File: src/dio_defs.svh
// register offsets, field positions, reset values and timing counts
`ifndef DIO_DEFS_SVH
`define DIO_DEFS_SVH

// ****************
// register offsets
// ****************
`define DIO_OFF_DIN     8'h00
`define DIO_OFF_DOUT    8'h04
`define DIO_OFF_ORMASK  8'h08
`define DIO_OFF_ANDMASK 8'h0c
`define DIO_OFF_WDLOAD  8'h10
`define DIO_OFF_WDCTRL  8'h14
`define DIO_OFF_WDKICK  8'h18
`define DIO_OFF_TM0     8'h1c
`define DIO_OFF_TM1     8'h20
`define DIO_OFF_TM2     8'h24
`define DIO_OFF_TMCTRL  8'h28
`define DIO_OFF_STATUS  8'h2c
`define DIO_OFF_MASK    8'h30
`define DIO_OFF_DIAG    8'h34
`define DIO_OFF_ROUTE   8'h38

// ****************
// status bits
// ****************
`define DIO_ST_OR     0
`define DIO_ST_AND    1
`define DIO_ST_WD     2
`define DIO_ST_TM0    3
`define DIO_ST_FUSE   6
`define DIO_ST_SUPPLY 7
`define DIO_ST_SHORT  8
`define DIO_ST_OVT    9

// ****************
// field positions
// ****************
`define DIO_WD_EN    0
`define DIO_WD_TRIP  1
`define DIO_SY_FUSE  16
`define DIO_SY_SUP   17
`define DIO_SY_SHORT 18
`define DIO_SY_OVT   19

// ****************
// reset values
// ****************
`define DIO_RST_WAIT 1'b1
`define DIO_RST_ZERO 32'h0000_0000

// ****************
// timing
// ****************
`define DIO_CLK_NS    10
`define DIO_TICK_US   10
`define DIO_WD_MAX_US 37000000
`define DIO_NS_PER_US 1000

`endif

File: src/dio_pkg.sv
// types shared by the digital i/o controller files
package dio_pkg;

   // ****************
   // widths
   // ****************
   localparam int DIO_NCH = 16;
   localparam int DIO_NIRQ = 14;
   localparam int DIO_TW = 22;
   localparam int DIO_NSYNC = 20;
   localparam int DIO_NST = 10;
   localparam int DIO_PW = 10;

   typedef enum logic {
      DIO_BUS_IDLE,
      DIO_BUS_ACK
   } dio_bus_t;

   typedef logic [DIO_TW-1:0] dio_cnt_t;

   typedef struct packed {
      dio_cnt_t count;
      logic     expired;
   } dio_tim_t;

   typedef struct packed {
      dio_bus_t                busSt;
      logic                    waitReq;
      logic [31:0]             rdData;
      logic [DIO_NCH-1:0]      dOutCmd;
      logic [DIO_NCH-1:0]      dOutPin;
      logic [DIO_NIRQ-1:0]     orMask;
      logic [DIO_NIRQ-1:0]     andMask;
      logic                    andHit;
      dio_cnt_t                wdLoad;
      logic                    wdEn;
      logic                    wdTrip;
      logic                    wdKick;
      logic [2:0][DIO_TW-1:0]  tmLoad;
      logic [2:0]              tmEn;
      logic [2:0]              tmKick;
      logic [DIO_NST-1:0]      status;
      logic [DIO_NST-1:0]      mask;
      logic [1:0]              route;
      logic                    irq;
      logic [DIO_NSYNC-1:0]    syncA;
      logic [DIO_NSYNC-1:0]    syncB;
      logic [DIO_NCH-1:0]      prevIn;
      logic [DIO_PW-1:0]       preCnt;
      logic                    tick;
   } dio_st_t;

endpackage

File: src/dio_timer.sv
// reloading down-counter in 10 us ticks, used for watchdog and timers
`timescale 1ns/1ps

module dio_timer
   import dio_pkg::*;
(
   input  wire logic     clock,
   input  wire logic     rst_b,
   input  wire logic     tick,
   input  wire logic     enable,
   input  wire logic     restart,
   input  wire dio_cnt_t load,
   output dio_cnt_t      count,
   output logic          expired
);

   dio_tim_t st_reg;
   dio_tim_t st_next;

   // ****************
   // count down
   // ****************
   always_comb begin
      st_next = st_reg;
      st_next.expired = 1'b0;
      if (restart || !enable) begin
         st_next.count = load;
      end else if (tick) begin
         if (st_reg.count <= dio_cnt_t'(1)) begin
            st_next.expired = 1'b1;
            st_next.count = load;
         end else begin
            st_next.count = st_reg.count - dio_cnt_t'(1);
         end
      end
   end

   always_ff @(posedge clock or negedge rst_b) begin
      if (!rst_b) begin
         st_reg <= '0;
      end else begin
         st_reg <= st_next;
      end
   end

   assign count = st_reg.count;
   assign expired = st_reg.expired;

endmodule // dio_timer

File: src/dio_top.sv
// digital i/o controller with compare logic, watchdog and timers
`timescale 1ns/1ps
`include "dio_defs.svh"

// Contract
// sixteen inputs and sixteen outputs each readable or writable by bit.
// all outputs are zero after reset until software writes them.
// only inputs 0 to 13 raise events, the interrupt line is software set.
// an enabled input change always raises an interrupt event.
// compare logic has an and mode and an or mode, or wins when both hit.
// watchdog expiry forces all outputs to zero and raises an interrupt.
// watchdog timeout is set from 10 us to 37 s in 10 us steps.
// three software timers each raise an interrupt event.
// short, overtemperature, supply drop and watchdog show as status bits.
// a fuse trip switches all outputs off while it lasts.
// an external supply below 5 V forces all outputs off.
// outputs return to the commanded value once a trip clears.
// all settings and values are reached through bus registers.
// forcing leaves the commanded value intact, each cause has a flag.
module dio_top
   import dio_pkg::*;
#(
   parameter int WD_MAX_TICKS = `DIO_WD_MAX_US / `DIO_TICK_US
)
(
   input  wire logic        clock,
   input  wire logic        rst_b,
   input  wire logic [7:0]  avsAddress,
   input  wire logic        avsRead,
   input  wire logic        avsWrite,
   input  wire logic [31:0] avsWriteData,
   input  wire logic [3:0]  avsByteEnable,
   output logic [31:0]      avsReadData,
   output logic             avsWaitRequest,
   input  wire logic [15:0] fieldIn,
   input  wire logic        fuseTrip,
   input  wire logic        supplyLow,
   input  wire logic        shortFault,
   input  wire logic        overTemp,
   output logic [15:0]      fieldOut,
   output logic             irq,
   output logic [1:0]       irqRoute
);

   // ****************
   // constants
   // ****************
   localparam int TICK_CYC = `DIO_TICK_US * `DIO_NS_PER_US / `DIO_CLK_NS;
   localparam dio_cnt_t WD_MAX = dio_cnt_t'(WD_MAX_TICKS);

   dio_st_t st_reg;
   dio_st_t st_next;
   logic [3:0]       timExp;
   dio_cnt_t         wdCount;
   logic [3:0]       timRestart;
   logic [3:0]       timEnable;
   logic [3:0][21:0] timLoad;

   // ****************
   // helpers
   // ****************
   function automatic logic hit(input logic [7:0] a, input logic [7:0] off);
      hit = (a[7:2] == off[7:2]);
   endfunction

   function automatic logic [31:0] merge(input logic [31:0] old,
                                         input logic [31:0] wd,
                                         input logic [3:0]  be);
      merge = old;
      for (int i = 0; i < 4; i++) begin
         if (be[i]) begin
            merge[i*8 +: 8] = wd[i*8 +: 8];
         end
      end
   endfunction

   function automatic dio_cnt_t clampLoad(input logic [31:0] v);
      clampLoad = v[DIO_TW-1:0];
      if (v > 32'(WD_MAX_TICKS)) begin
         clampLoad = WD_MAX;
      end else if (clampLoad == '0) begin
         clampLoad = dio_cnt_t'(1);
      end
   endfunction

   // ****************
   // watchdog and timers
   // ****************
   assign timLoad[0] = st_reg.wdLoad;
   assign timEnable[0] = st_reg.wdEn;
   assign timRestart[0] = st_reg.wdKick;

   generate
      for (genvar g = 1; g < 4; g++) begin : gTim
         assign timLoad[g] = st_reg.tmLoad[g-1];
         assign timEnable[g] = st_reg.tmEn[g-1];
         assign timRestart[g] = st_reg.tmKick[g-1];
      end
      for (genvar g = 0; g < 4; g++) begin : gInst
         dio_cnt_t cnt;
         dio_timer uTim (
            .clock   (clock),
            .rst_b   (rst_b),
            .tick    (st_reg.tick),
            .enable  (timEnable[g]),
            .restart (timRestart[g]),
            .load    (timLoad[g]),
            .count   (cnt),
            .expired (timExp[g])
         );
         if (g == 0) begin : gWd
            assign wdCount = cnt;
         end
      end
   endgenerate

   // ****************
   // next state
   // ****************
   always_comb begin
      logic [31:0]          rd;
      logic [31:0]          wv;
      logic                 wr;
      logic [DIO_NCH-1:0]   din;
      logic [DIO_NIRQ-1:0]  chg;
      logic                 orHit;
      logic                 andNow;
      logic [31:0]          dv;
      logic [DIO_NST-1:0]   ev;
      logic [DIO_NST-1:0]   clr;
      logic                 force0;
      rd = '0;
      wv = '0;
      wr = 1'b0;
      din = '0;
      chg = '0;
      orHit = 1'b0;
      andNow = 1'b0;
      dv = '0;
      ev = '0;
      clr = '0;
      force0 = 1'b0;
      st_next = st_reg;

      // two-stage pin synchronisers
      st_next.syncA = {overTemp, shortFault, supplyLow, fuseTrip, fieldIn};
      st_next.syncB = st_reg.syncA;
      din = st_reg.syncB[DIO_NCH-1:0];
      st_next.prevIn = din;

      // 10 us tick prescaler
      st_next.tick = 1'b0;
      if (st_reg.preCnt == DIO_PW'(TICK_CYC - 1)) begin
         st_next.preCnt = '0;
         st_next.tick = 1'b1;
      end else begin
         st_next.preCnt = st_reg.preCnt + DIO_PW'(1);
      end

      // compare logic
      chg = din[DIO_NIRQ-1:0] ^ st_reg.prevIn[DIO_NIRQ-1:0];
      orHit = |(chg & st_reg.orMask);
      andNow = (|st_reg.andMask) &&
               ((din[DIO_NIRQ-1:0] & st_reg.andMask) == st_reg.andMask);
      st_next.andHit = andNow;
      ev[`DIO_ST_OR] = orHit;
      ev[`DIO_ST_AND] = andNow && !st_reg.andHit && !orHit;
      ev[`DIO_ST_WD] = timExp[0];
      ev[`DIO_ST_TM0 +: 3] = timExp[3:1];
      ev[`DIO_ST_FUSE] = st_reg.syncB[`DIO_SY_FUSE];
      ev[`DIO_ST_SUPPLY] = st_reg.syncB[`DIO_SY_SUP];
      ev[`DIO_ST_SHORT] = st_reg.syncB[`DIO_SY_SHORT];
      ev[`DIO_ST_OVT] = st_reg.syncB[`DIO_SY_OVT];

      // register read mux
      unique case (avsAddress[7:2])
         `DIO_OFF_DIN >> 2:     rd[15:0] = din;
         `DIO_OFF_DOUT >> 2:    rd[15:0] = st_reg.dOutCmd;
         `DIO_OFF_ORMASK >> 2:  rd[13:0] = st_reg.orMask;
         `DIO_OFF_ANDMASK >> 2: rd[13:0] = st_reg.andMask;
         `DIO_OFF_WDLOAD >> 2:  rd[21:0] = st_reg.wdLoad;
         `DIO_OFF_WDCTRL >> 2:  rd[1:0] = {st_reg.wdTrip, st_reg.wdEn};
         `DIO_OFF_WDKICK >> 2:  rd[21:0] = wdCount;
         `DIO_OFF_TM0 >> 2:     rd[21:0] = st_reg.tmLoad[0];
         `DIO_OFF_TM1 >> 2:     rd[21:0] = st_reg.tmLoad[1];
         `DIO_OFF_TM2 >> 2:     rd[21:0] = st_reg.tmLoad[2];
         `DIO_OFF_TMCTRL >> 2:  rd[2:0] = st_reg.tmEn;
         `DIO_OFF_STATUS >> 2:  rd[9:0] = st_reg.status;
         `DIO_OFF_MASK >> 2:    rd[9:0] = st_reg.mask;
         `DIO_OFF_DIAG >> 2:    rd[4:0] = {st_reg.wdTrip,
            st_reg.syncB[`DIO_SY_OVT:`DIO_SY_FUSE]};
         `DIO_OFF_ROUTE >> 2:   rd[1:0] = st_reg.route;
         default:               rd = `DIO_RST_ZERO;
      endcase

      // avalon slave handshake
      st_next.wdKick = 1'b0;
      st_next.tmKick = '0;
      unique case (st_reg.busSt)
         DIO_BUS_IDLE: begin
            if (avsRead || avsWrite) begin
               st_next.busSt = DIO_BUS_ACK;
               st_next.waitReq = 1'b0;
               st_next.rdData = rd;
            end
         end
         DIO_BUS_ACK: begin
            st_next.busSt = DIO_BUS_IDLE;
            st_next.waitReq = 1'b1;
            wr = avsWrite;
         end
      endcase

      // register writes
      wv = merge(`DIO_RST_ZERO, avsWriteData, avsByteEnable);
      dv = merge(32'(st_reg.dOutCmd), avsWriteData, avsByteEnable);
      if (wr) begin
         if (hit(avsAddress, `DIO_OFF_DOUT)) begin
            st_next.dOutCmd = dv[15:0];
         end
         if (hit(avsAddress, `DIO_OFF_ORMASK)) begin
            st_next.orMask = wv[13:0];
         end
         if (hit(avsAddress, `DIO_OFF_ANDMASK)) begin
            st_next.andMask = wv[13:0];
         end
         if (hit(avsAddress, `DIO_OFF_WDLOAD)) begin
            st_next.wdLoad = clampLoad(avsWriteData);
            st_next.wdKick = 1'b1;
         end
         if (hit(avsAddress, `DIO_OFF_WDCTRL)) begin
            st_next.wdEn = avsWriteData[`DIO_WD_EN];
            st_next.wdKick = 1'b1;
         end
         if (hit(avsAddress, `DIO_OFF_WDKICK)) begin
            st_next.wdKick = 1'b1;
         end
         for (int i = 0; i < 3; i++) begin
            if (hit(avsAddress, 8'(`DIO_OFF_TM0 + 4 * i))) begin
               st_next.tmLoad[i] = clampLoad(avsWriteData);
               st_next.tmKick[i] = 1'b1;
            end
         end
         if (hit(avsAddress, `DIO_OFF_TMCTRL)) begin
            st_next.tmEn = avsWriteData[2:0];
            st_next.tmKick = 3'b111;
         end
         if (hit(avsAddress, `DIO_OFF_STATUS)) begin
            clr = wv[9:0];
         end
         if (hit(avsAddress, `DIO_OFF_MASK)) begin
            st_next.mask = wv[9:0];
         end
         if (hit(avsAddress, `DIO_OFF_ROUTE)) begin
            st_next.route = wv[1:0];
         end
      end

      // sticky status, set wins over clear
      st_next.status = (st_reg.status & ~clr) | ev;
      st_next.irq = |(st_next.status & st_next.mask);

      // watchdog trip held until re-armed
      st_next.wdTrip = timExp[0] || (st_reg.wdTrip && !st_reg.wdKick);

      // output forcing
      force0 = st_next.wdTrip ||
               st_reg.syncB[`DIO_SY_FUSE] ||
               st_reg.syncB[`DIO_SY_SUP];
      st_next.dOutPin = force0 ? '0 : st_next.dOutCmd;
   end

   always_ff @(posedge clock or negedge rst_b) begin
      if (!rst_b) begin
         st_reg <= '0;
         st_reg.waitReq <= `DIO_RST_WAIT;
         st_reg.wdLoad <= WD_MAX;
         st_reg.tmLoad <= {3{WD_MAX}};
      end else begin
         st_reg <= st_next;
      end
   end

   assign avsReadData = st_reg.rdData;
   assign avsWaitRequest = st_reg.waitReq;
   assign fieldOut = st_reg.dOutPin;
   assign irq = st_reg.irq;
   assign irqRoute = st_reg.route;

   // ****************
   // checks
   // ****************
   logic outWritten;
   always_ff @(posedge clock or negedge rst_b) begin
      if (!rst_b) begin
         outWritten <= 1'b0;
      end else if (st_reg.busSt == DIO_BUS_ACK && avsWrite &&
                   hit(avsAddress, `DIO_OFF_DOUT)) begin
         outWritten <= 1'b1;
      end
   end

   property p_reset_zero;
      @(posedge clock) disable iff (!rst_b)
         !outWritten |-> fieldOut == '0;
   endproperty
   a_reset_zero: assert property (p_reset_zero)
      else $error("outputs not zero before first write");
   property p_wd_force;
      @(posedge clock) disable iff (!rst_b)
         timExp[0] |=> fieldOut == '0 && st_reg.status[`DIO_ST_WD];
   endproperty
   a_wd_force: assert property (p_wd_force)
      else $error("watchdog expiry did not force outputs");
   property p_fuse_off;
      @(posedge clock) disable iff (!rst_b)
         st_reg.syncB[`DIO_SY_FUSE] |=> fieldOut == '0;
   endproperty
   a_fuse_off: assert property (p_fuse_off)
      else $error("fuse trip left outputs on");
   property p_supply_off;
      @(posedge clock) disable iff (!rst_b)
         st_reg.syncB[`DIO_SY_SUP] |=> fieldOut == '0 ##0
         st_reg.status[`DIO_ST_SUPPLY];
   endproperty
   a_supply_off: assert property (p_supply_off)
      else $error("supply loss left outputs on");
   property p_restore;
      @(posedge clock) disable iff (!rst_b)
         (!st_reg.wdTrip && !timExp[0] && !st_reg.syncB[`DIO_SY_FUSE] &&
          !st_reg.syncB[`DIO_SY_SUP]) |=>
         fieldOut == st_reg.dOutCmd;
   endproperty
   a_restore: assert property (p_restore)
      else $error("outputs not restored to commanded value");
   property p_cmd_kept;
      @(posedge clock) disable iff (!rst_b)
         st_reg.busSt == DIO_BUS_IDLE |=> $stable(st_reg.dOutCmd);
   endproperty
   a_cmd_kept: assert property (p_cmd_kept)
      else $error("commanded outputs changed without a write");
   property p_or_event;
      @(posedge clock) disable iff (!rst_b)
         |((st_reg.syncB[13:0] ^ st_reg.prevIn[13:0]) & st_reg.orMask)
         |=> st_reg.status[`DIO_ST_OR] ##1 irq || !st_reg.mask[0];
   endproperty
   a_or_event: assert property (p_or_event)
      else $error("enabled input change raised no event");
   property p_or_prio;
      @(posedge clock) disable iff (!rst_b)
         (|((st_reg.syncB[13:0] ^ st_reg.prevIn[13:0]) & st_reg.orMask)
          && !st_reg.status[`DIO_ST_AND]) |=> !st_reg.status[`DIO_ST_AND];
   endproperty
   a_or_prio: assert property (p_or_prio)
      else $error("and event set while or event had priority");
   property p_timer_irq;
      @(posedge clock) disable iff (!rst_b)
         |timExp[3:1] |=> |st_reg.status[`DIO_ST_TM0 +: 3];
   endproperty
   a_timer_irq: assert property (p_timer_irq)
      else $error("timer expiry not flagged");
   property p_bus_ack;
      @(posedge clock) disable iff (!rst_b)
         (avsRead || avsWrite) && st_reg.busSt == DIO_BUS_IDLE |=>
         !avsWaitRequest ##1 avsWaitRequest;
   endproperty
   a_bus_ack: assert property (p_bus_ack)
      else $error("bus answer not one cycle after request");

endmodule // dio_top

File: config.mk
export PLATFORM = sky130hd
export DESIGN_NAME = dio_top
export DESIGN_NICKNAME = d
export VERILOG_FILES = /design/src/dio_pkg.sv /design/src/dio_timer.sv /design/src/dio_top.sv
export VERILOG_INCLUDE_DIRS = /design/src
export SDC_FILE = /design/constraint.sdc
export NUM_CORES = 1
export LEC_CHECK = 0
export ABC_CLOCK_PERIOD_IN_PS = 5300
export BUFFER_PORTS_ARGS = -buffer_cell sky130_fd_sc_hd__buf_4
export CORE_MARGIN = 3
export CORE_UTILIZATION = 50
export CTS_CLUSTER_DIAMETER = 200
export CTS_CLUSTER_SIZE = 30
export DETAILED_ROUTE_END_ITERATION = 10
export PLACE_DENSITY_LB_ADDON = 0.1
export SLEW_MARGIN = 20
export SYNTH_ARGS = -nofsm -noshare
export SYNTH_HDL_FRONTEND = slang
export SYNTH_SLANG_ARGS = --single-unit
File: constraint.sdc
create_clock -name clock -period 5.3 [get_ports clock]
set_input_delay 0 -clock clock [delete_from_list [all_inputs] [get_ports clock]]
set_output_delay 0 -clock clock [all_outputs]
set_load 0.02 [all_outputs]
==> results of run 1 <==
layer usage:
metal | share of wire (%) | routed length (microns) | up-vias | GRT usage [%]
li1 | - | - | 6609 | -
met4 | 4.9 | 2863 | 0 | 13.13
met5 | 0 | 0 | - | 0
met1 | 43 | 24960 | 7291 | 43.25
met2 | 45 | 26530 | 656 | 47.16
met3 | 6.8 | 3993 | 115 | 3.779
layout by cell type, fill, tap and decap left out, types with 16 or more instances in the layout:
cell type,netlist,layout
inv_1,35,35
a21oi_1,66,66
nor3_1,63,61
buf_4,50,126
o22ai_1,31,31
dfstp_2,37,37
nor4_1,28,27
nor2_1,127,125
clkbuf_16,0,17
xor2_1,16,16
dlygate4sd3_1,0,48
o21ai_0,167,167
or3_1,16,16
a222oi_1,21,21
a22oi_1,43,43
dfrtp_1,325,324
nand2b_1,16,16
nand2_1,207,206
mux2_2,74,74
nor2b_1,29,29
nand3_1,47,47
cells by family after synthesis:
logic type	count (synthesis)	share of synthesized area, %
and+or+nand+nor	631	17.57
AOI/OAI and AO/OA	496	18.74
DFF	362	51.75
buffers and inverters	181	5.064
muxes	83	5.320
xor gates and xnor gates	18	0.8961
adders and majority gates	9	0.6401
other	1	0.02132
worst max-delay path: stages (launching register included):
cell     delay, ns
dfrtp_1       0.45
or4_1         0.57
or4_1         0.52
nor3_2        0.86
a21oi_1       0.40
nor2_1        0.25
a21oi_1       0.06
power by group through the flow:
stage | Clock [uW] | Sequential (uW) | Combinational (uW)
finish | 1530 | 3160 | 978
floorplan | 0 | 3110 | 647
detailed placement | 0 | 3200 | 938
CTS | 1560 | 3150 | 969
global route | 1640 | 3170 | 1080
global placement | 0 | 3200 | 922
final timing paths:
check / startpoint / to / depth (start not counted)
min in group asynchronous: rst_b / gInst[1].uTim.count[16] / 2
max reg2reg: gInst[2].uTim.count[10] / gInst[2].uTim.count[7] / 6
min: avsWriteData[17] / st_reg[157] / 3
max: gInst[2].uTim.count[10] / gInst[2].uTim.count[7] / 6
max in group asynchronous: rst_b / fieldOut[12] / 3
min reg2reg: st_next[34] / st_next[18] / 0
final cells by class:
cell class              count  share of cell area, %
inverters                  35                 0.6758
multi-input cells        1247                  39.40
well taps                 455                  2.928
clock buffers              27                  2.381
clock inverters             1                 0.1545
flip-flops and latches    362                  46.84
repair buffers            177                  7.621
stage by stage:
step                      utilization (%)  cell area, sq um
after floorplan                         -             17630
after global placement              53.30             18460
after detailed placement            53.32             18460
after CTS                           56.13             19440
after global routing                56.14             19440
final                               56.14             19440
timing repair:
item	in CTS	in global routing
resized for setup	0	0
buffers inserted	0	0
hold buffers	48	0
endpoints found under the hold margin	244	0
==> out/qor.yml, run 1 <==
status: "finished clean"
hold_violations: 0
fin_worst_skew_ns: 0.04655
yosys_warnings: 0
worst_pin_slew_ns: 1.096
cp-end-kind: "register"
power.density_nw_per_um2: 291.5
required_ns: 5.72
largest_register_ffs: 192
io_pins: 120
synth_edf_count: 0
clock-sinks: 362
cts_buffers: 16
power_uw: 5667
seq_area_frac_synth_pct: 51.75
synthFlopType: "dfrtp_1"
combPwrFrac_pct: 17.3
grt_max_degree: 124
firstDrtPassIters: 6
cp-start-kind: "register"
synth_top_area_share_pct: 46.23
dieArea_sq_um: 37470
core_area_sq_um: 34630
async_flop_share_pct: 100.0
worstSetupPathType: "reg2reg"
finalSetupViolations: 0
arrival_ns: 3.66
swShare_pct: 30.50
antenna_found_initial: 0
synth_seq_cells: 362
period_minus_slack_ns: 3.234
grt_pass1_vias: 14080
cts_tree: "built"
worst_hold_path_type: "in2reg"
clk_latency_ns: 0.54
clock.fmax_mhz: 309.2
post-route-drc-count: 0
dpl_worst_slack_ns: 2.118
syn_to_final_growth_pct: 10.50
peakVddDrop_mv: 0.3065
seq_area_sq_um: 9106
cp_max_fo: 17
drt-total-wl_microns: 58360
synth.distinct_cells: 80
wl_per_cell_microns: 25.33
synthCells: 1781
p_switching_uw: 1728
fillCellCount: 3004
n_antenna_cell: 0
p_leak_uw: 0.008430
instances_no_fill: 2304
r2r_slack_ns: 2.07
min_period_over_period_pct: 61.01
drt_iter0_drc: 1489
layout_setup_ws_ns: 2.066
syn_area_sq_um: 17590
synth_area_leader_cell: "dfrtp_1"
p_seq_share_pct: 55.7
gp_congestion: 1.010
place_hpwl_microns: 42100
drv_cap: 0
relSlewSlack_pct: 26.18
clk_pin_slew_ns: 0.12
rsz0062_at_grt: "false"
grt_usage_pct: 30.35
clkPwrFrac_pct: 27.0
die-width_microns: 193.6
final_net_count: 1916
synth_area_leaders: "dfrtp_1, dfstp_2, o21ai_0"
ys_top_cells_by_count: "dfrtp_1, nand2_1, o21ai_0"
ant_nets: 0
whs_ns: 0.02266
rows: 68
initial_core_util_pct: 50.81
grt-ovfl-total: 0
slew_viol_final: 0
syn_avg_cell_area_sq_um: 9.878
multi_input_area_sq_um: 7659
htreeDepth: 1
setup_tns_ns: 0
synth.most_common_cell: "dfrtp_1"
dieHeight_microns: 193.6
portBuffers: 105
ctsLongestPathBuffers: 3
p_int_uw: 3939
grt_pass1_wl_microns: 88510
place_inst: 2228
vias_per_cell: 6.368
clock-root-buffer: "clkbuf_16"
vias: 14670
drive_gt1_share_pct: 15.90
(Power assumes the default switching activity.)
==> inputs of run 2 (changes only) <==
--- a/config.mk
+++ b/config.mk
@@ -6,7 +6,7 @@
 export SDC_FILE = /design/constraint.sdc
 export NUM_CORES = 1
 export LEC_CHECK = 0
-export ABC_CLOCK_PERIOD_IN_PS = 5300
+export ABC_CLOCK_PERIOD_IN_PS = 2800
 export BUFFER_PORTS_ARGS = -buffer_cell sky130_fd_sc_hd__buf_4
 export CORE_MARGIN = 3
 export CORE_UTILIZATION = 50
==> constraint.sdc (replaced) <==
create_clock -name clock -period 2.8 [get_ports clock]
set_input_delay 0 -clock clock [delete_from_list [all_inputs] [get_ports clock]]
set_output_delay 0 -clock clock [all_outputs]
set_load 0.02 [all_outputs]
==> out/qor.yml, run 2 (synthesis gave the netlist of run 1 again) <==
clk_latency_ns: 0.53  # about the same
multi_input_area_sq_um: 7645  # -0.18%
firstDrtPassIters: 6  # unchanged
htreeDepth: 1  # unchanged
fin_worst_skew_ns: 0.04051  # -0.006037 ns
antenna_found_initial: 0  # unchanged
finalSetupViolations: 0  # unchanged
io_pins: 120  # unchanged
worst_pin_slew_ns: 0.8447  # -0.2511 ns
cp-start-kind: "register"
portBuffers: 105  # unchanged
dieHeight_microns: 193.6  # unchanged
clock-root-buffer: "clkbuf_16"
gp_congestion: 1.006  # -0.38%
clock-sinks: 362  # unchanged
peakVddDrop_mv: 0.7290  # +140%
min_period_over_period_pct: 95.38  # +34 points
dieArea_sq_um: 37470  # unchanged
ant_nets: 0  # unchanged
rows: 68  # unchanged
instances_no_fill: 2378  # +3.2%
cts_tree: "built"
n_antenna_cell: 0  # unchanged
grt-ovfl-total: 0  # unchanged
post-route-drc-count: 0  # unchanged
place_hpwl_microns: 46080  # +9.5%
final_net_count: 1990  # +3.9%
layout_common_cells: "dfrtp_1, nand2_1, buf_4, o21ai_0, nor2_1"
power.density_nw_per_um2: 547.0  # +88%
cts_buffers: 16  # unchanged
grt_pass1_vias: 14630  # +3.9%
status: "finished clean"
arrival_ns: 3.12  # -0.54 ns
die-width_microns: 193.6  # unchanged
relSlewSlack_pct: 43.69  # +18 points
grt_pass1_wl_microns: 92640  # +4.7%
cp_max_fo: 12  # -5
syn_to_final_growth_pct: 13.90
slew_viol_final: 0  # unchanged
largest_register_ffs: 192  # unchanged
cp-end-kind: "register"
drt_iter0_drc: 1544  # +3.7%
worst_hold_path_type: "in2reg"
core_area_sq_um: 34630  # unchanged
vias: 15020  # +2.4%
period_minus_slack_ns: 2.671  # -0.5630 ns
rsz0062_at_grt: "false"
p_leak_uw: 0.008803  # +4.4%
drt-total-wl_microns: 61570  # +5.5%
clock.fmax_mhz: 374.4  # +21%
drive_gt1_share_pct: 18.77  # +2.9 points
grt_max_degree: 89  # -28%
vias_per_cell: 6.317  # -0.80%
drv_cap: 0  # unchanged
final_common_cell: "dfrtp_1"
required_ns: 3.25  # -2.47 ns
hold_violations: 0  # unchanged
grt_usage_pct: 32.18  # +1.8 points
seq_area_sq_um: 9106  # unchanged
worstSetupPathType: "reg2reg"
initial_core_util_pct: 50.81  # unchanged
clk_pin_slew_ns: 0.12  # about the same
place_inst: 2299  # +3.2%
setup_tns_ns: 0  # unchanged
layout_setup_ws_ns: 0.1293  # -1.937 ns
wl_per_cell_microns: 25.89  # +2.2%
ctsLongestPathBuffers: 3  # unchanged
dpl_worst_slack_ns: 0.1585  # -1.960 ns
fillCellCount: 3041  # +1.2%
-- run 2: final cells by class --
class | count | share of cell area [%]
Timing Repair Buffer | 251 | 10.45
Inverter | 35 | 0.6556
Clock buffer | 27 | 2.310
Clock inverter | 1 | 0.1499
Sequential cell | 362 | 45.44
Tap cell | 455 | 2.841
Multi-Input combinational cell | 1247 | 38.15
-- run 2: path summary, 6_finish.rpt --
kind / start / endpoint / slack (ns) / cells after the start
min: avsWrite / st_reg[281] / 0.03 / 4
min reg2reg: st_next[40] / st_next[24] / 0.33 / 0
max in group asynchronous: rst_b / st_next[14] / 1.80 / 3
min in group asynchronous: rst_b / gInst[1].uTim.count[20] / 0.05 / 2
max reg2reg: gInst[2].uTim.count[12] / gInst[2].uTim.count[10] / 0.13 / 7
max: gInst[2].uTim.count[12] / gInst[2].uTim.count[10] / 0.13 / 7
-- run 2: through the flow --
step / hold WS, ns / total power, uW / cell area, sq um / utilization (%)
floorplan: -0.2956 / 7121 / 17630 / -
detailed placement: 0.09774 / 8027 / 19030 / 54.96
global route: 0.04682 / 11410 / 20040 / 57.87
global placement: 0.1008 / 7998 / 19030 / 54.96
finish: 0.03294 / 10960 / 20040 / 57.87
CTS: 0.02719 / 10970 / 20030 / 57.86
-- run 2: where the power goes --
| part | internal [uW] | switching [uW] |
|---|---|---|
| logic | 805 | 1230 |
| registers | 5590 | 392 |
| clock network | 1180 | 1760 |
-- run 2: routing by layer --
layer	GRT usage (%)	vias up	share of wire, %
met5	0	-	0
met4	16.02	0	5.8
met3	5.259	145	7.7
met2	50.72	686	46
met1	43.51	7436	41
li1	-	6754	-
-- run 2: worst max-delay path, stage by stage, from the launching register on --
cell      delay, ns
dfrtp_1        0.41
or4_1          0.60
or4_1          0.44
or3_1          0.47
buf_4          0.24
o21ai_0        0.10
a211oi_1       0.10
a311oi_1       0.22
-- run 2: timing repair --
item,in CTS,in global routing
hold buffers,51,0
buffers inserted,0,0
gates resized for setup,0,1
setup endpoints to repair,0,3
endpoints found under the hold margin,231,0
